File: src/cot_params.svh
// Offsets, field positions, reset values and counts of the timing register set
`ifndef COT_PARAMS_SVH
`define COT_PARAMS_SVH

`define COT_ADDR_W 13
`define COT_OFS_CLK_PHASE 13'h016
`define COT_OFS_OUT_DELAY 13'h017
`define COT_OFS_REF_SPAN 13'h018
`define COT_OFS_PAT1_LO 13'h019
`define COT_OFS_PAT1_HI 13'h01a
`define COT_OFS_PAT2_LO 13'h01b
`define COT_OFS_PAT2_HI 13'h01c

`define COT_BIT_INVERT 7
`define COT_BIT_CLK_DLY 7
`define COT_BIT_DATA_DLY 5
`define COT_FLD_LO 0
`define COT_FLD_HI 2

`define COT_RST_BYTE 8'h00
`define COT_RST_FIELD 3'h0
`define COT_RST_SPAN 3'h4
`define COT_READ_NONE 8'h00

`define COT_DIV_MSB 2
`define COT_HIST_W 8
`define COT_INSTR_LAST 4'hf
`define COT_BYTE_LAST 3'h7
`define COT_RW_BIT 15

`endif

File: src/cot_pkg.sv
// Types shared by the timing register set
package cot_pkg;
    typedef enum logic [0:0] {
        COT_ST_INSTR = 1'b0,
        COT_ST_DATA = 1'b1
    } cot_spi_state_t;
endpackage : cot_pkg

File: src/cot_reg_if.sv
// Register access path between the serial port and the register bank
`timescale 1ns/1ps
interface cot_reg_if;
    logic wr;
    logic [12:0] addr;
    logic [7:0] wdata;
    logic [7:0] rdata;
    modport master (output wr, output addr, output wdata, input rdata);
    modport slave (input wr, input addr, input wdata, output rdata);
endinterface : cot_reg_if

File: src/cot_timing_regs.sv
// Output clock and data timing register set with its serial port
// How it works
// - Bit 7 of the clock phase register inverts the output data clock only, not the input divider clock.
// - Bits 2:0 of the clock phase register delay the input divider by that many input clocks.
// - In the output delay register bit 7 enables fine delay on the clock and bit 5 on data.
// - Bits 2:0 of the output delay register pick the fine step and touch only output timing.
// - Bits 2:0 of the reference register pick the input span and reset to code 100.
// - Two 16-bit user patterns sit as low and high bytes in four registers, all reset zero.
// - Every register here takes effect right after its write, with no transfer command.
`timescale 1ns/1ps
`include "cot_params.svh"
module cot_timing_regs (
    // Clock and reset
    input wire logic mclk,
    input wire logic rst_b,
    // Serial control port
    input wire logic sclk,
    input wire logic csb,
    input wire logic sdio_i,
    output logic sdio_o,
    output logic sdio_oe_b,
    // Clock timing
    output logic input_divider_clock,
    output logic output_data_clock,
    // Fine output delay
    output logic clock_delay_en,
    output logic data_delay_en,
    output logic [2:0] fine_delay_sel,
    // Reference and patterns
    output logic [2:0] reference_span_code,
    output logic [15:0] pattern_one,
    output logic [15:0] pattern_two
);
    function automatic logic hit(input logic [12:0] a, input logic [12:0] ofs);
        hit = (a == ofs);
    endfunction : hit

    cot_reg_if rif ();

    logic invert;
    logic [2:0] phase_sel;
    logic [2:0] div_cnt;
    logic [7:0] hist;
    logic div_phase_clk;
    logic [7:0] next_rdata;

    cot_spi_port u_port (
        .mclk(mclk),
        .rst_b(rst_b),
        .sclk(sclk),
        .csb(csb),
        .sdio_i(sdio_i),
        .sdio_o(sdio_o),
        .sdio_oe_b(sdio_oe_b),
        .rif(rif)
    );

    always_ff @(posedge mclk or negedge rst_b) begin
        if (!rst_b) begin
            invert <= 1'b0;
            phase_sel <= `COT_RST_FIELD;
        end else if (rif.wr && hit(rif.addr, `COT_OFS_CLK_PHASE)) begin
            invert <= rif.wdata[`COT_BIT_INVERT];
            phase_sel <= rif.wdata[`COT_FLD_HI:`COT_FLD_LO];
        end
    end

    always_ff @(posedge mclk or negedge rst_b) begin
        if (!rst_b) begin
            clock_delay_en <= 1'b0;
            data_delay_en <= 1'b0;
            fine_delay_sel <= `COT_RST_FIELD;
        end else if (rif.wr && hit(rif.addr, `COT_OFS_OUT_DELAY)) begin
            clock_delay_en <= rif.wdata[`COT_BIT_CLK_DLY];
            data_delay_en <= rif.wdata[`COT_BIT_DATA_DLY];
            fine_delay_sel <= rif.wdata[`COT_FLD_HI:`COT_FLD_LO];
        end
    end

    // span code, reset to largest span
    always_ff @(posedge mclk or negedge rst_b) begin
        if (!rst_b) begin
            reference_span_code <= `COT_RST_SPAN;
        end else if (rif.wr && hit(rif.addr, `COT_OFS_REF_SPAN)) begin
            reference_span_code <= rif.wdata[`COT_FLD_HI:`COT_FLD_LO];
        end
    end

    always_ff @(posedge mclk or negedge rst_b) begin
        if (!rst_b) begin
            pattern_one <= {`COT_RST_BYTE, `COT_RST_BYTE};
            pattern_two <= {`COT_RST_BYTE, `COT_RST_BYTE};
        end else if (rif.wr) begin
            if (hit(rif.addr, `COT_OFS_PAT1_LO)) begin
                pattern_one[7:0] <= rif.wdata;
            end
            if (hit(rif.addr, `COT_OFS_PAT1_HI)) begin
                pattern_one[15:8] <= rif.wdata;
            end
            if (hit(rif.addr, `COT_OFS_PAT2_LO)) begin
                pattern_two[7:0] <= rif.wdata;
            end
            if (hit(rif.addr, `COT_OFS_PAT2_HI)) begin
                pattern_two[15:8] <= rif.wdata;
            end
        end
    end

    // Open bits read back as zero; unmapped addresses read zero
    always_comb begin
        next_rdata = `COT_READ_NONE;
        case (rif.addr)
            `COT_OFS_CLK_PHASE: next_rdata = {invert, 4'h0, phase_sel};
            `COT_OFS_OUT_DELAY: next_rdata = {clock_delay_en, 1'b0, data_delay_en, 2'h0,
                fine_delay_sel};
            `COT_OFS_REF_SPAN: next_rdata = {5'h00, reference_span_code};
            `COT_OFS_PAT1_LO: next_rdata = pattern_one[7:0];
            `COT_OFS_PAT1_HI: next_rdata = pattern_one[15:8];
            `COT_OFS_PAT2_LO: next_rdata = pattern_two[7:0];
            `COT_OFS_PAT2_HI: next_rdata = pattern_two[15:8];
            default: next_rdata = `COT_READ_NONE;
        endcase
    end
    assign rif.rdata = next_rdata;

    // divider phase taken from a history of the undelayed divider
    always_ff @(posedge mclk or negedge rst_b) begin
        if (!rst_b) begin
            div_cnt <= 3'h0;
            hist <= `COT_RST_BYTE;
            div_phase_clk <= 1'b0;
        end else begin
            div_cnt <= div_cnt + 3'h1;
            hist <= {hist[6:0], div_cnt[`COT_DIV_MSB]};
            div_phase_clk <= hist[phase_sel];
        end
    end

    // invert sits after the phase tap, so sampling is untouched
    always_ff @(posedge mclk or negedge rst_b) begin
        if (!rst_b) begin
            input_divider_clock <= 1'b0;
            output_data_clock <= 1'b0;
        end else begin
            input_divider_clock <= div_phase_clk;
            output_data_clock <= div_phase_clk ^ invert;
        end
    end

    // Checks on the live behaviour
    logic first_after_reset;
    always_ff @(posedge mclk or negedge rst_b) begin
        if (!rst_b) begin
            first_after_reset <= 1'b1;
        end else begin
            first_after_reset <= 1'b0;
        end
    end

    property p_invert;
        @(posedge mclk) disable iff (!rst_b)
        output_data_clock == (input_divider_clock ^ $past(invert));
    endproperty
    a_invert: assert property (p_invert) else $error("output clock polarity wrong");

    property p_phase3;
        @(posedge mclk) disable iff (!rst_b)
        (phase_sel == 3'h3) [*8] |-> (div_phase_clk == $past(div_cnt[2], 5));
    endproperty
    a_phase3: assert property (p_phase3) else $error("divider phase 3 wrong");

    property p_phase7;
        @(posedge mclk) disable iff (!rst_b)
        (phase_sel == 3'h7) [*8] |-> (div_phase_clk == $past(div_cnt[2], 9));
    endproperty
    a_phase7: assert property (p_phase7) else $error("divider phase 7 wrong");

    property p_delay_en;
        @(posedge mclk) disable iff (!rst_b)
        (rif.wr && rif.addr == `COT_OFS_OUT_DELAY) |=>
            (clock_delay_en == $past(rif.wdata[`COT_BIT_CLK_DLY]) &&
            data_delay_en == $past(rif.wdata[`COT_BIT_DATA_DLY]));
    endproperty
    a_delay_en: assert property (p_delay_en) else $error("delay enables wrong");

    property p_delay_sel;
        @(posedge mclk) disable iff (!rst_b)
        (rif.wr && rif.addr == `COT_OFS_OUT_DELAY) |=>
            (fine_delay_sel == $past(rif.wdata[2:0]) && $stable(phase_sel));
    endproperty
    a_delay_sel: assert property (p_delay_sel) else $error("delay select wrong");

    property p_span_reset;
        @(posedge mclk) disable iff (!rst_b)
        first_after_reset |-> (reference_span_code == `COT_RST_SPAN);
    endproperty
    a_span_reset: assert property (p_span_reset) else $error("span reset wrong");

    property p_pattern_hi;
        @(posedge mclk) disable iff (!rst_b)
        (rif.wr && rif.addr == `COT_OFS_PAT2_HI) |=>
            (pattern_two[15:8] == $past(rif.wdata)) && $stable(pattern_two[7:0]);
    endproperty
    a_pattern_hi: assert property (p_pattern_hi) else $error("pattern high byte wrong");

    property p_live;
        @(posedge mclk) disable iff (!rst_b)
        (rif.wr && rif.addr == `COT_OFS_REF_SPAN) |=> ##0
            (reference_span_code == $past(rif.wdata[2:0]));
    endproperty
    a_live: assert property (p_live) else $error("span write not applied");

    c_invert_on: cover property (@(posedge mclk) disable iff (!rst_b) $rose(invert));
    c_both_delays: cover property (@(posedge mclk) disable iff (!rst_b)
        clock_delay_en && data_delay_en);
    c_read_frame: cover property (@(posedge mclk) disable iff (!rst_b) $fell(sdio_oe_b));
endmodule : cot_timing_regs

File: src/cot_spi_port.sv
// Serial control port: 16-bit instruction, then streamed bytes MSB first
`timescale 1ns/1ps
`include "cot_params.svh"
module cot_spi_port (
    // Clock and reset
    input wire logic mclk,
    input wire logic rst_b,
    // Serial pins
    input wire logic sclk,
    input wire logic csb,
    input wire logic sdio_i,
    output logic sdio_o,
    output logic sdio_oe_b,
    // Register side
    cot_reg_if.master rif
);
    function automatic logic [15:0] shift_in(input logic [15:0] cur, input logic bit_in);
        shift_in = {cur[14:0], bit_in};
    endfunction : shift_in

    cot_pkg::cot_spi_state_t state;
    logic sclk_q;
    logic rise;
    logic fall;
    logic [3:0] cnt;
    logic [15:0] sh;
    logic [15:0] next_sh;
    logic is_read;
    logic byte_done;
    logic load_req;
    logic [7:0] tx;
    logic [12:0] addr;

    assign rise = sclk & ~sclk_q & ~csb;
    assign fall = ~sclk & sclk_q & ~csb;
    assign next_sh = shift_in(sh, sdio_i);
    assign rif.addr = addr;
    assign rif.wdata = sh[7:0];
    assign rif.wr = byte_done & ~is_read;

    always_ff @(posedge mclk or negedge rst_b) begin
        if (!rst_b) begin
            sclk_q <= 1'b0;
        end else begin
            sclk_q <= sclk;
        end
    end

    // Frame sequencing; chip select high aborts any frame
    always_ff @(posedge mclk or negedge rst_b) begin
        if (!rst_b) begin
            state <= cot_pkg::COT_ST_INSTR;
            cnt <= 4'h0;
            sh <= 16'h0000;
            is_read <= 1'b0;
            addr <= 13'h0000;
            byte_done <= 1'b0;
            load_req <= 1'b0;
        end else begin
            byte_done <= 1'b0;
            load_req <= byte_done;
            if (csb) begin
                state <= cot_pkg::COT_ST_INSTR;
                cnt <= 4'h0;
            end else if (rise) begin
                sh <= next_sh;
                cnt <= cnt + 4'h1;
                if (state == cot_pkg::COT_ST_INSTR && cnt == `COT_INSTR_LAST) begin
                    state <= cot_pkg::COT_ST_DATA;
                    is_read <= next_sh[`COT_RW_BIT];
                    addr <= next_sh[12:0];
                    cnt <= 4'h0;
                    load_req <= 1'b1;
                end else if (state == cot_pkg::COT_ST_DATA && cnt[2:0] == `COT_BYTE_LAST) begin
                    cnt <= 4'h0;
                    byte_done <= 1'b1;
                end
            end
            // Streaming walks downward, one byte per address
            if (byte_done) begin
                addr <= addr - 13'h0001;
            end
        end
    end

    // Read data leaves on falling edges so the host samples on rising ones
    always_ff @(posedge mclk or negedge rst_b) begin
        if (!rst_b) begin
            tx <= `COT_READ_NONE;
            sdio_o <= 1'b0;
            sdio_oe_b <= 1'b1;
        end else begin
            sdio_oe_b <= ~(~csb & state == cot_pkg::COT_ST_DATA & is_read);
            if (load_req) begin
                tx <= rif.rdata;
            end else if (fall && state == cot_pkg::COT_ST_DATA && is_read) begin
                sdio_o <= tx[7];
                tx <= {tx[6:0], 1'b0};
            end
        end
    end
endmodule : cot_spi_port

File: config.mk
export PLATFORM = sky130hd
export DESIGN_NAME = cot_timing_regs
export DESIGN_NICKNAME = d
export VERILOG_FILES = /design/src/cot_pkg.sv /design/src/cot_reg_if.sv /design/src/cot_timing_regs.sv /design/src/cot_spi_port.sv
export VERILOG_INCLUDE_DIRS = /design/src
export SDC_FILE = /design/constraint.sdc
export NUM_CORES = 1
export LEC_CHECK = 0
export ABC_AREA = 1
export BUFFER_PORTS_ARGS = -buffer_cell sky130_fd_sc_hd__buf_2
export CAP_MARGIN = 10
export CORE_AREA = 4 4 120 122
export DETAILED_ROUTE_END_ITERATION = 16
export DIE_AREA = 0 0 124 126
export PLACE_DENSITY = 0.56
export SLEW_MARGIN = 15
export SYNTH_ARGS = -nofsm -noshare
export SYNTH_HDL_FRONTEND = slang
export SYNTH_HIERARCHICAL = 1
export SYNTH_SLANG_ARGS = --single-unit
File: constraint.sdc
create_clock -name mclk -period 1.8 [get_ports mclk]
set_clock_uncertainty 0.05 [all_clocks]
set_input_delay 0.18 -clock mclk [delete_from_list [all_inputs] [get_ports mclk]]
set_output_delay 0.18 -clock mclk [all_outputs]
set_load 0.05 [all_outputs]
; Word level (Yosys, flattened, before mapping)
; Index checks and enable logic that the tools add are counted.
[word_totals]
ff_bits = 105
latch_bits = 0
ramBits = 0
romBits = 0
out_inout_bits = 44
n_memories = 0
[classes]
add_sub_neg = 3
multipliers = 0
div = 0
n_lt_le_gt_ge = 1
n_eq_ne = 10
n_shift = 0
mux = 23
bitwise = 15
reduce_logical = 21
[ops]
columns = op, count
row1 = $eq A13 B5 Y1 const B, 7
row2 = $pmux W8 S7, 1
row3 = $mux W13, 4
row4 = $mux W4, 4
row5 = $mux W8, 2
row6 = $reduce_and A2 Y1, 7
row7 = $sub A13 B1 Y13 const B, 1
row8 = $mux W1, 11
row9 = $reduce_bool A2 Y1, 5
row10 = $and A1 B1 Y1, 7
row11 = $logic_and A1 B1 Y1, 7
row12 = $not A1 Y1, 7
row13 = $reduce_and A3 Y1, 2
row14 = $add A4 B1 Y4 const B, 1
row15 = $eq A4 B4 Y1 const B, 1
row16 = $lt A3 B4 Y1 const B, 1
row17 = $add A3 B1 Y3 const B, 1
row18 = $bmux W1 S3, 1
row19 = $eq A3 B3 Y1 const B, 1
row20 = $ne A2 B1 Y1 const B, 1
row21 = $xor A1 B1 Y1, 1

; Logic depth before layout (Yosys ltp)
; Gate-level depths: netlist (run 1).
[depth]
depth_word = 7
ltp_mapped = 10

; Cells and area by module
; The synthesis (run 1) kept the hierarchy.
[by_module_without_submodules]
columns = module, n_inst, cells_each, area_per_inst_um2
row1 = cot_timing_regs, 1, 341, 2850.2
row2 = cot_spi_port, 1, 304, 2432.3

; Least setup slack after synthesis (run 1)
; OpenSTA, ideal clock, no wires.
[synth_path]
kind = register -> register
from = register u_port.byte_done
to = register fine_delay_sel[0]
setup_ns = 0.123
t_arrival_ns = 1.559
required_time_ns = 1.627
setup_slack_ns = 0.068
path_stages_with_launch = 9
path_buffers = 2
cell_sequence = dfrtp_1 clkinv_1 clkbuf_1 nor2_1 inv_2 buf_2 nor2_2 nand2_1 nand2_1
[synth_via]
elab_chain_cells = 2
[synth_rtl]
columns = item, line_no
row1 = start: declaration, cot_spi_port.sv:29  ; logic byte_done;
row2 = start signal: assignment, cot_spi_port.sv:57  ; byte_done <= 1'b0;
row3 = start signal: assignment, cot_spi_port.sv:60  ; byte_done <= 1'b0;
row4 = start signal: assignment, cot_spi_port.sv:76  ; byte_done <= 1'b1;
row5 = $and A1 B1 Y1, cot_spi_port.sv:39  ; assign rif.wr = byte_done & ~is_read;
row6 = via rif.wr, cot_reg_if.sv:4  ; logic wr;
row7 = $logic_and A1 B1 Y1, cot_timing_regs.sv:73  ; end else if (rif.wr && hit(rif.addr, `COT_OFS_OUT_DELAY)) begin
row8 = end signal: assignment, cot_timing_regs.sv:72  ; fine_delay_sel <= `COT_RST_FIELD;
row9 = end signal: assignment, cot_timing_regs.sv:76  ; fine_delay_sel <= rif.wdata[`COT_FLD_HI:`COT_FLD_LO];
row10 = end: declaration, cot_timing_regs.sv:28  ; output logic [2:0] fine_delay_sel,
; The timed path passes the listed nets, and every way through them passes these cells.
; A chain may end at the register's enable or synchronous reset.

; Worst setup path in the final report (run 1)
[layout_path]
from = register u_port.addr[5], in the netlist u_port/rif.addr[5]
to = register u_port.tx[6]
[layout_via]
elab_chain_cells = 3
word_cells_on_any_way = 9
[layout_rtl]
columns = item, line_no
row1 = start: declaration, cot_spi_port.sv:32  ; logic [12:0] addr;
row2 = start signal: assignment, cot_spi_port.sv:71  ; addr <= next_sh[12:0];
row3 = start signal: assignment, cot_spi_port.sv:81  ; addr <= addr - 13'h0001;
row4 = $eq A13 B5 Y1, cot_timing_regs.sv:112  ; case (rif.addr)
row5 = $pmux W8 S7 *, cot_timing_regs.sv:112
row6 = via next_rdata[6], cot_timing_regs.sv:45  ; logic [7:0] next_rdata;
row7 = $mux W8 *, cot_spi_port.sv:94  ; if (load_req) begin
row8 = end signal: assignment, cot_spi_port.sv:89  ; tx <= `COT_READ_NONE;
row9 = end signal: assignment, cot_spi_port.sv:95  ; tx <= rif.rdata;
row10 = end signal: assignment, cot_spi_port.sv:98  ; tx <= {tx[6:0], 1'b0};
row11 = end: declaration, cot_spi_port.sv:31  ; logic [7:0] tx;
; The timed path passes the listed nets; every way through them passes the cells marked *.

==> results.txt, run 1 <==
Status: completed
Number of cells traversed by the worst hold path: 2
Design Area, Final: 0.006173 mm²
Rel. slew slack: 0.5038
Worst Setup Start Kind: register
Pwr dens: 780.8 mW/mm²
Area share of the leading cell type in the synthesized netlist: 0.4879
Post-route setup slack: 0.1015 ns
Clk pin slew, worst setup/hold paths: 0.07 ns
Largest cells by area after synthesis: sky130_fd_sc_hd__dfrtp_1 (49%), sky130_fd_sc_hd__nand2_1 (16%), sky130_fd_sc_hd__nand3_1 (6.6%)
Initial core utilization: 0.4005
Setup Viol. Count Final: 0
Avg Inst Size Synth: 8.190 µm²
CTS tree: done
Placement row count: 42
Place WS: 0.07275 ns
Antenna violations before repair: 0
Total global routing track utilization: 0.1803
Fraction of final layout cells sized beyond drive strength 1: 0.1899
Power consumption: 4820 µW
Half-perimeter wire length after placement: 9708 µm
Critical Path End Type: register
Hold violation count in the final report: 0
Proportion of synthesized chip area in sequential cells: 0.4979
Accumulated negative setup slack: 0 ns
Hold_sp: csb
Die area: 0.01562 mm²
Number of buffers created by CTS: 9
Netlist area before placement: 0.005283 mm²
Cells along the critical path: nor2_2 -> nand2_4 -> nor2_4 -> buf_4 -> nand3_1 -> nand4_1 -> mux2i_1 -> o21ai_2
Critical R2R Capture: u_port/tx[6]$_DFFE_PN0P_
Antenna diode count: 0
Final max-slew violation count: 0
Synth Net Count: 654
Instance count of the mapped netlist: 645
Net count, final: 715
Kind of critical path: register to register
R2r startpoint: u_port/rif.addr[5]$_DFFE_PN0P_
Share of async-settable or async-resettable flops after synthesis: 1.000
Leading cell type by number of instances after synthesis: sky130_fd_sc_hd__nand2_1
WHS Endpoint: u_port/state$_DFFE_PN0P_
# DRC: 0
Unrepaired setup endpoints after global routing: true
Number of global-route vias before repair: 4208
Overall die width: 124 µm
Final Hold Slack: 0.02281 ns
Root buffer cell: sky130_fd_sc_hd__clkbuf_16
Routed wire per std cell: 15.25 µm
Placed Instance Area: 0.005723 mm²
Maximum frequency from static timing analysis: 588.8 MHz
Endpoint arrival time on the critical path: 1.93 ns
Leakage power: 0.003283 µW
Layout Area Growth over Synthesis: 16.86%
Slew at the pin with the worst max-slew slack: 0.7434 ns
Pin count of the biggest net entering global routing: 38
Placeable core region: 0.01319 mm²
Critical Path RT: 2.03 ns
RePlAce Congestion: 0.8626
Remaining global-route overflow: 0
Die Ht: 126 µm
Largest area contributor in the netlist: sky130_fd_sc_hd__dfrtp_1
Most frequent cells after synthesis: sky130_fd_sc_hd__nand2_1 (229), sky130_fd_sc_hd__dfrtp_1 (103), sky130_fd_sc_hd__nand3_1 (70), sky130_fd_sc_hd__o21ai_0 (65), sky130_fd_sc_hd__inv_1 (41)
Crit-path slowest cell: sky130_fd_sc_hd__dfrtp_1
Unique masters post-synth: 27
Number of synthesized flops with an enable pin: 0
Register-to-register setup slack: 0.10 ns
Deepest clock path buffer count: 2
Logic depth of the worst register-to-register path: 8
Worst hold path type: primary input to register
Ratio of final minimum period to clock period: 0.9436
Per-cell via count in the routed design: 5.024
Most frequently used flop master after synthesis: sky130_fd_sc_hd__dfrtp_1
Post-DRT Antenna Nets: 0
Min cycle time layout: 1.698 ns
Max-capacitance violation count: 0
Initial drt markers: 351
Number of H-tree levels: 3
Top-level I/O count: 49
TritonCTS sink count: 105
Final routed wirelength across all metal layers: 13530 µm
Clock latency at the later pin of the worst-skew pair: 0.36 ns
Via count: 4456
Number of optimization iterations in the first detailed-route pass: 8
Flip-flop and latch count after synthesis: 105
Warnings from Yosys: 6
Max stage delay on crit path: 0.43 ns
Highest net fanout along the worst path: 7
Wire length of the first global-routing pass: 22000 µm
Worst ir drop on vdd: 0.3774 mV
Port Buffer Count: 48
## critical path: cells and delay by family (launching register included)
| kind | cells | cell delay [ns] |
|---|---|---|
| mux | 1 | 0.11 |
| buf+inv | 1 | 0.16 |
| compound gates | 1 | 0.13 |
| simple gates | 5 | 0.75 |
| flops | 1 | 0.43 |
## logic make-up (layout without fill, tap and decap cells)
family	count (synthesis)	count (layout)	synth area share
adder cells (fa/ha/maj)	4	4	0.009475
AO/OA/AOI/OAI	75	75	0.07532
multiplexers	8	8	0.01516
flip-flops	105	105	0.4979
AND/OR/NAND/NOR	382	382	0.3333
XOR/XNOR	3	3	0.004975
buffers and inverters	68	134	0.06395
## worst max path at each step
stage,slack (ns),end,startpoint
floorplan,0.07,fine_delay_sel[0]$_DFFE_PN0P_,u_port/byte_done$_DFF_PN0_
global placement,0.10,u_port/tx[7]$_DFFE_PN0P_,u_port/rif.addr[7]$_DFFE_PN0P_
detailed placement,0.07,u_port/tx[7]$_DFFE_PN0P_,u_port/rif.addr[7]$_DFFE_PN0P_
CTS,0.06,u_port/tx[7]$_DFFE_PN0P_,u_port/rif.addr[7]$_DFFE_PN0P_
global route,-0.001,u_port/tx[7]$_DFFE_PN0P_,u_port/rif.addr[11]$_DFFE_PN0P_
finish,0.10,u_port/tx[6]$_DFFE_PN0P_,u_port/rif.addr[5]$_DFFE_PN0P_
## cell usage in the layout (no fill, tap or decap), types with 4 or more instances in the layout
master and n:
sky130_fd_sc_hd__nand4_1 10, sky130_fd_sc_hd__nand2_1 228, sky130_fd_sc_hd__dfrtp_1 100, sky130_fd_sc_hd__nand2_4 6, sky130_fd_sc_hd__mux2i_1 8, sky130_fd_sc_hd__nor2_1 38
sky130_fd_sc_hd__o21ai_0 64, sky130_fd_sc_hd__nor2_2 8, sky130_fd_sc_hd__nor2_8 4, sky130_fd_sc_hd__ha_1 4, sky130_fd_sc_hd__buf_4 19, sky130_fd_sc_hd__inv_1 41
sky130_fd_sc_hd__buf_2 47, sky130_fd_sc_hd__nand2_2 4, sky130_fd_sc_hd__nor2_4 11, sky130_fd_sc_hd__o21ai_2 6, sky130_fd_sc_hd__nand3_1 70, sky130_fd_sc_hd__clkbuf_16 10
sky130_fd_sc_hd__o21ai_1 5
## state kept, by name, indices dropped and copies added, names as in the netlist, 3 cells and up
signal and count:
pattern_one 16, pattern_two 16, u_port/sh 15, u_port/rif.addr 13, hist 8, u_port/tx 8, u_port/cnt 4, div_cnt 3
fine_delay_sel 3, phase_sel 3, reference_span_code 3
## cell type report
class | count | area, µm²
Clock buffer | 10 | 239.0
Tap cell | 176 | 220.2
Timing Repair Buffer | 74 | 504.2
Fill cell | 1302 | 7017
Sequential cell | 105 | 2634
Clock inverter | 6 | 73.82
Inverter | 44 | 165.2
Multi-Input combinational cell | 472 | 2337
## timing repair
item,CTS,global route
hold buffers,3,0
endpoints found under the hold margin,33,0
buffers inserted,0,7
endpoints found under the setup margin,0,24
gates resized for setup,0,11
## stage by stage
stage,cells,utilization
after floorplan,645,-
after global placement,860,0.4339
after detailed placement,860,0.4339
after CTS,879,0.4599
after global routing,887,0.4680
final,887,0.4680
## routing by layer
layer / GRT usage / share of wire
met5: 0 / 0
met2: 0.2838 / 0.48
met3: 0.02422 / 0.044
met4: 0.07603 / 0.028
met1: 0.2492 / 0.45
## power breakdown
part / internal [µW] / switching (µW)
logic: 60.5 / 115
registers: 2420 / 168
clock network: 1140 / 920
total: 3620 / 1200
Power figures use the tool's default switching activity.
==> run 2, diff against run 1 <==
--- a/config.mk
+++ b/config.mk
@@ -9,10 +9,12 @@
 export ABC_AREA = 1
 export BUFFER_PORTS_ARGS = -buffer_cell sky130_fd_sc_hd__buf_2
 export CAP_MARGIN = 10
+export CELL_PAD_IN_SITES_DETAIL_PLACEMENT = 0
+export CELL_PAD_IN_SITES_GLOBAL_PLACEMENT = 1
 export CORE_AREA = 4 4 120 122
 export DETAILED_ROUTE_END_ITERATION = 16
 export DIE_AREA = 0 0 124 126
-export PLACE_DENSITY = 0.56
+export PLACE_DENSITY = 0.72
 export SLEW_MARGIN = 15
 export SYNTH_ARGS = -nofsm -noshare
 export SYNTH_HDL_FRONTEND = slang
==> results.txt, run 2 (synthesized netlist as in run 1, its figures left out) <==
Clk pin slew, worst setup/hold paths: 0.07 ns (about the same)
Total global routing track utilization: 0.1817 (was 0.1803)
Fraction of final layout cells sized beyond drive strength 1: 0.1885 (was 0.1899)
CTS tree: done (unchanged)
Top-level I/O count: 49 (unchanged)
Wire length of the first global-routing pass: 22140 µm (was 22000 µm)
Slew at the pin with the worst max-slew slack: 0.6906 ns (was 0.7434 ns)
Antenna violations before repair: 0 (unchanged)
Via count: 4439 (was 4456)
Rel. slew slack: 0.5391 (was 0.5038)
Status: completed (unchanged)
Initial drt markers: 256 (was 351)
Endpoint arrival time on the critical path: 1.94 ns (was 1.93 ns)
Number of H-tree levels: 3 (unchanged)
# DRC: 0 (unchanged)
Half-perimeter wire length after placement: 9714 µm (was 9708 µm)
Max-capacitance violation count: 0 (unchanged)
Critical Path End Type: register (unchanged)
Leakage power: 0.003286 µW (was 0.003283 µW)
Placeable core region: 0.01319 mm² (unchanged)
Per-cell via count in the routed design: 5.005 (was 5.024)
Remaining global-route overflow: 0 (unchanged)
Maximum frequency from static timing analysis: 583.5 MHz (was 588.8 MHz)
Final Hold Slack: 0.03637 ns (was 0.02281 ns)
Pwr dens: 770.1 mW/mm² (was 780.8 mW/mm²)
Die Ht: 126 µm (unchanged)
Final max-slew violation count: 0 (unchanged)
Fill cell instance count of the final layout: 1293 (was 1302)
Pin count of the biggest net entering global routing: 34 (was 38)
Register-to-register setup slack: 0.09 ns (was 0.10 ns)
TritonCTS sink count: 105 (unchanged)
Switching Share: 0.2445 (was 0.2496)
Post-DRT Antenna Nets: 0 (unchanged)
Combinational share of power: 0.037 (was 0.036)
Number of optimization iterations in the first detailed-route pass: 6 (was 8)
Placement row count: 42 (unchanged)
Most common library cell in the layout ignoring fill and taps: sky130_fd_sc_hd__nand2_1 (unchanged)
Final routed wirelength across all metal layers: 13640 µm (was 13530 µm)
R2r startpoint: u_port/rif.addr[5]$_DFFE_PN0P_ (unchanged)
Min cycle time layout: 1.714 ns (was 1.698 ns)
Most used cells in the layout excluding fill and tap cells: sky130_fd_sc_hd__nand2_1 (228), sky130_fd_sc_hd__dfrtp_1 (100), sky130_fd_sc_hd__nand3_1 (70) (unchanged)
Number of buffers created by CTS: 9 (unchanged)
Highest net fanout along the worst path: 8 (was 7)
Launch point of the worst path: u_port/rif.addr[5]$_DFFE_PN0P_ (unchanged)
Port Buffer Count: 48 (unchanged)
Routed wire per std cell: 15.38 µm (was 15.25 µm)
Worst Setup Start Kind: register (unchanged)
Internal Power: 3603 µW (was 3617 µW)
Accumulated negative setup slack: 0 ns (unchanged)
Worst hold path type: primary input to register (unchanged)
Net switching power: 1166 µW (was 1203 µW)
Register share of total power: 0.544 (was 0.537)
Initial core utilization: 0.4005 (unchanged)
Die area: 0.01562 mm² (unchanged)
Setup Viol. Count Final: 0 (unchanged)
Layout Area Growth over Synthesis: 17.22% (was 16.86%)
Top flop regs: pattern_one: 16 flops, pattern_two: 16 flops, u_port/sh: 15 flops (unchanged)
Unrepaired setup endpoints after global routing: true (unchanged)
Proportion of power drawn by the clock network: 0.419 (was 0.427)
Root buffer cell: sky130_fd_sc_hd__clkbuf_16 (unchanged)
Net count, final: 715 (unchanged)
Overall die width: 124 µm (unchanged)
RePlAce Congestion: 0.8334 (was 0.8626)
End-of-flow core utilization: 0.4695 (was 0.4680)
Hold violation count in the final report: 0 (unchanged)
Antenna diode count: 0 (unchanged)
Number of global-route vias before repair: 4222 (was 4208)
Hold_sp: sdio_i (was csb)
Deepest clock path buffer count: 2 (unchanged)
Worst ir drop on vdd: 0.3628 mV (was 0.3774 mV)
Kind of critical path: register to register (unchanged)
Clock latency at the later pin of the worst-skew pair: 0.35 ns (was 0.36 ns)
Critical Path RT: 2.03 ns (about the same)
Ratio of final minimum period to clock period: 0.9521 (was 0.9436)
run 2: worst paths after layout:
path,to,cells after the start
setup / recovery,u_port/tx[1]$_DFFE_PN0P_,9
setup reg to reg,u_port/tx[1]$_DFFE_PN0P_,9
min in group asynchronous,hist[6]$_DFF_PN0_,2
max in group asynchronous,u_port/tx[7]$_DFFE_PN0P_,3
hold reg to reg,hist[3]$_DFF_PN0_,0
hold / removal,u_port/sh[0]$_DFFE_PN0P_,3
run 2: what timing repair did:
action / 4_1_cts / 5_1_grt
endpoints found under the setup margin: 0 / 19
endpoints found under the hold margin: 23 / 0
resized for setup: 0 / 14
buffers inserted: 0 / 4
hold buffers: 2 / 0
run 2: power by group through the flow:
stage | clock [µW] | combinational [µW] | sequential (µW)
final | 2000 | 176 | 2590
after global routing | 2150 | 209 | 2600
after CTS | 2050 | 182 | 2590
after detailed placement | 0 | 178 | 2640
after global placement | 0 | 174 | 2640
after floorplan | 0 | 178 | 2510
run 2: worst max-delay path: stages, from the launching register on:
cell and delay (ns):
sky130_fd_sc_hd__dfrtp_2 0.44, sky130_fd_sc_hd__nor2_2 0.16, sky130_fd_sc_hd__nand2_4 0.15, sky130_fd_sc_hd__nor2_4 0.25, sky130_fd_sc_hd__nand2_4 0.14, sky130_fd_sc_hd__nor2_1 0.11, sky130_fd_sc_hd__nor2_1 0.05, sky130_fd_sc_hd__nand2_1 0.06
sky130_fd_sc_hd__mux2i_1 0.08, sky130_fd_sc_hd__o21ai_2 0.14
run 2: metal layers:
metal  track usage  wire (µm)  vias up
met5             0          0        -
met1        0.2540       6199     2107
met3       0.03543        651       24
met4       0.06894        338        0
li1              -          -     2199
met2        0.2787       6455      109
run 2: layout make-up:
cell class / count / area [µm²] / share of cell area
clock buffer: 12 / 246.5 / 0.03981
clock inverter: 4 / 52.55 / 0.008487
inverter: 44 / 165.2 / 0.02667
multi-input combinational: 474 / 2350 / 0.3795
sequential: 105 / 2634 / 0.4253
tap: 176 / 220.2 / 0.03556
timing repair buffer: 72 / 524.3 / 0.08466
run 2: per-stage QoR:
step	instances	setup WS, ns	instance area (µm²)	total power [µW]
finish	887	0.08620	6192	4769
global route	887	-0.02285	6192	4955
CTS	879	0.06097	6062	4827
detailed placement	861	0.09166	5743	2814
global placement	861	0.1451	5743	2811
floorplan	645	0.06817	5283	2689
==> run 3, diff against run 2 <==
--- a/config.mk
+++ b/config.mk
@@ -14,7 +14,7 @@
 export CORE_AREA = 4 4 120 122
 export DETAILED_ROUTE_END_ITERATION = 16
 export DIE_AREA = 0 0 124 126
-export PLACE_DENSITY = 0.72
+export PLACE_DENSITY = 0.69
 export SLEW_MARGIN = 15
 export SYNTH_ARGS = -nofsm -noshare
 export SYNTH_HDL_FRONTEND = slang
==> constraint.sdc (replaced) <==
create_clock -name mclk -period 1.7 [get_ports mclk]
set_clock_uncertainty 0.05 [all_clocks]
set_input_delay 0.17 -clock mclk [delete_from_list [all_inputs] [get_ports mclk]]
set_output_delay 0.17 -clock mclk [all_outputs]
set_load 0.05 [all_outputs]
==> results.txt, run 3 (synthesized netlist as in run 1, its figures left out) <==
Placeable core region: 0.01319 mm² (unchanged)
Initial drt markers: 272 (was 256)
Overall die width: 124 µm (unchanged)
TritonCTS sink count: 105 (unchanged)
Slew at the pin with the worst max-slew slack: 0.7281 ns (was 0.6906 ns)
Clock latency at the later pin of the worst-skew pair: 0.35 ns (about the same)
Antenna violations before repair: 0 (unchanged)
Worst ir drop on vdd: 0.4566 mV (was 0.3628 mV)
Final routed wirelength across all metal layers: 14300 µm (was 13640 µm)
Placement row count: 42 (unchanged)
Power consumption: 4912 µW (was 4769 µW)
Post-DRT Antenna Nets: 0 (unchanged)
Port Buffer Count: 48 (unchanged)
Number of buffers created by CTS: 9 (unchanged)
Endpoint arrival time on the critical path: 1.86 ns (was 1.94 ns)
Antenna diode count: 0 (unchanged)
Most used cells in the layout excluding fill and tap cells: sky130_fd_sc_hd__nand2_1 (227), sky130_fd_sc_hd__dfrtp_1 (102), sky130_fd_sc_hd__nand3_1 (69) (was sky130_fd_sc_hd__nand2_1 (228), sky130_fd_sc_hd__dfrtp_1 (100), sky130_fd_sc_hd__nand3_1 (70))
End-of-flow core utilization: 0.4787 (was 0.4695)
Post-route setup slack: 0.08896 ns (was 0.08620 ns)
Ratio of final minimum period to clock period: 0.9477 (was 0.9521)
Wire length of the first global-routing pass: 22580 µm (was 22140 µm)
Final max-slew violation count: 0 (unchanged)
RePlAce Congestion: 0.8427 (was 0.8334)
Min cycle time layout: 1.611 ns (was 1.714 ns)
Cell Count Post-Placement: 875 (was 861)
Place WS: 0.06344 ns (was 0.09166 ns)
Via count: 4502 (was 4439)
Initial core utilization: 0.4005 (unchanged)
Worst Setup Start Kind: register (unchanged)
Setup Viol. Count Final: 0 (unchanged)
Die Ht: 126 µm (unchanged)
CTS tree: done (unchanged)
Pin count of the biggest net entering global routing: 46 (was 34)
# DRC: 0 (unchanged)
Number of global-route vias before repair: 4275 (was 4222)
Status: completed (unchanged)
Max-capacitance violation count: 0 (unchanged)
Number of optimization iterations in the first detailed-route pass: 5 (was 6)
Hold violation count in the final report: 0 (unchanged)
Count of placed standard cells in the final layout, fillers left out: 903 (was 887)
Number of H-tree levels: 3 (unchanged)
Root buffer cell: sky130_fd_sc_hd__clkbuf_16 (unchanged)
Rel. slew slack: 0.5141 (was 0.5391)
Fraction of final layout cells sized beyond drive strength 1: 0.2091 (was 0.1885)
Accumulated negative setup slack: 0 ns (unchanged)
Maximum frequency from static timing analysis: 620.7 MHz (was 583.5 MHz)
Pwr dens: 778.0 mW/mm² (was 770.1 mW/mm²)
Top-level I/O count: 49 (unchanged)
Layout Area Growth over Synthesis: 19.52% (was 17.22%)
Routed wire per std cell: 15.84 µm (was 15.38 µm)
Total global routing track utilization: 0.1875 (was 0.1817)
Half-perimeter wire length after placement: 10240 µm (was 9714 µm)
Critical Path End Type: register (unchanged)
Remaining global-route overflow: 0 (unchanged)
Most common library cell in the layout ignoring fill and taps: sky130_fd_sc_hd__nand2_1 (unchanged)
Top flop regs: pattern_one: 16 flops, pattern_two: 16 flops, u_port/sh: 15 flops (unchanged)
Worst hold path type: primary input to register (unchanged)
Per-cell via count in the routed design: 4.986 (was 5.005)
Leakage power: 0.003348 µW (was 0.003286 µW)
Clk pin slew, worst setup/hold paths: 0.07 ns (about the same)
Kind of critical path: register to register (unchanged)
Net count, final: 731 (was 715)
Unrepaired setup endpoints after global routing: true (unchanged)
Die area: 0.01562 mm² (unchanged)
Highest net fanout along the worst path: 17 (was 8)
Critical Path RT: 1.94 ns (was 2.03 ns)
Deepest clock path buffer count: 2 (unchanged)
-- run 3: changes by cell type in the layout (fill, tap and decap cells not counted), sizes merged --
cell / before / now
clkinvlp: 0 / 2
buf: 68 / 84
clkbuf: 14 / 13
bufinv: 1 / 0
clkinv: 4 / 3
dlygate4sd3: 2 / 3
-- run 3: where the power goes --
part           internal, µW  leakage, µW  switching, µW  total, µW
Combinational          65.5      0.00185            126        191
Sequential             2560      0.00137            177       2740
Clock                  1040     0.000129            944       1980
-- run 3: area by class of cell --
type                    instances  area, µm²
well taps                     176      220.2
fillers                      1294       6877
multi-input cells             474       2361
clock buffers                  12      246.5
repair buffers                 88      658.1
inverters                      44      167.7
clock inverters                 4      28.78
flip-flops and latches        105       2631
-- run 3: path summary, 6_finish.rpt --
kind | start | to | slack [ns] | cells past startpoint
worst max-delay path | u_port/rif.addr[8]$_DFFE_PN0P_ | pattern_one[10]$_DFFE_PN0P_ | 0.09 | 9
worst min-delay path | csb | u_port/state$_DFFE_PN0P_ | 0.02 | 2
worst max register to register | u_port/rif.addr[8]$_DFFE_PN0P_ | pattern_one[10]$_DFFE_PN0P_ | 0.09 | 9
worst min register to register | hist[6]$_DFF_PN0_ | hist[7]$_DFF_PN0_ | 0.32 | 0
max in group asynchronous | rst_b | u_port/sdio_oe_b$_DFF_PN1_ | 0.79 | 3
min in group asynchronous | rst_b | reference_span_code[0]$_DFFE_PN0P_ | 0.18 | 2
-- run 3: worst max-delay path, stage by stage (launching register included) --
cell                      delay, ns
sky130_fd_sc_hd__dfrtp_1       0.40
sky130_fd_sc_hd__nor2_1        0.12
sky130_fd_sc_hd__nand2_2       0.10
sky130_fd_sc_hd__nor2_8        0.16
sky130_fd_sc_hd__buf_12        0.17
sky130_fd_sc_hd__buf_12        0.11
sky130_fd_sc_hd__nand2_4       0.10
sky130_fd_sc_hd__nor2_8        0.18
sky130_fd_sc_hd__nand2_1       0.07
sky130_fd_sc_hd__nand2_1       0.09
-- run 3: layer usage --
layer  track usage  vias up  part of all wire
li1              -     2244                 -
met2        0.3099       84              0.49
met5             0        -                 0
met3       0.02735       22             0.034
met1        0.2462     2152              0.45
met4       0.07474        0             0.025
-- run 3: through the flow --
step,area (µm²),hold slack [ns]
after floorplan,5285,-0.1756
final,6314,0.02399
after detailed placement,5851,0.01487
after CTS,6156,0.01496
after global placement,5851,0.01050
after global routing,6314,0.04323
-- run 3: repair_timing --
item,in CTS,in global routing
endpoints found under the setup margin,0,21
resized for setup,0,15
hold buffers,3,0
hold endpoints to repair,87,0
buffers inserted,0,5
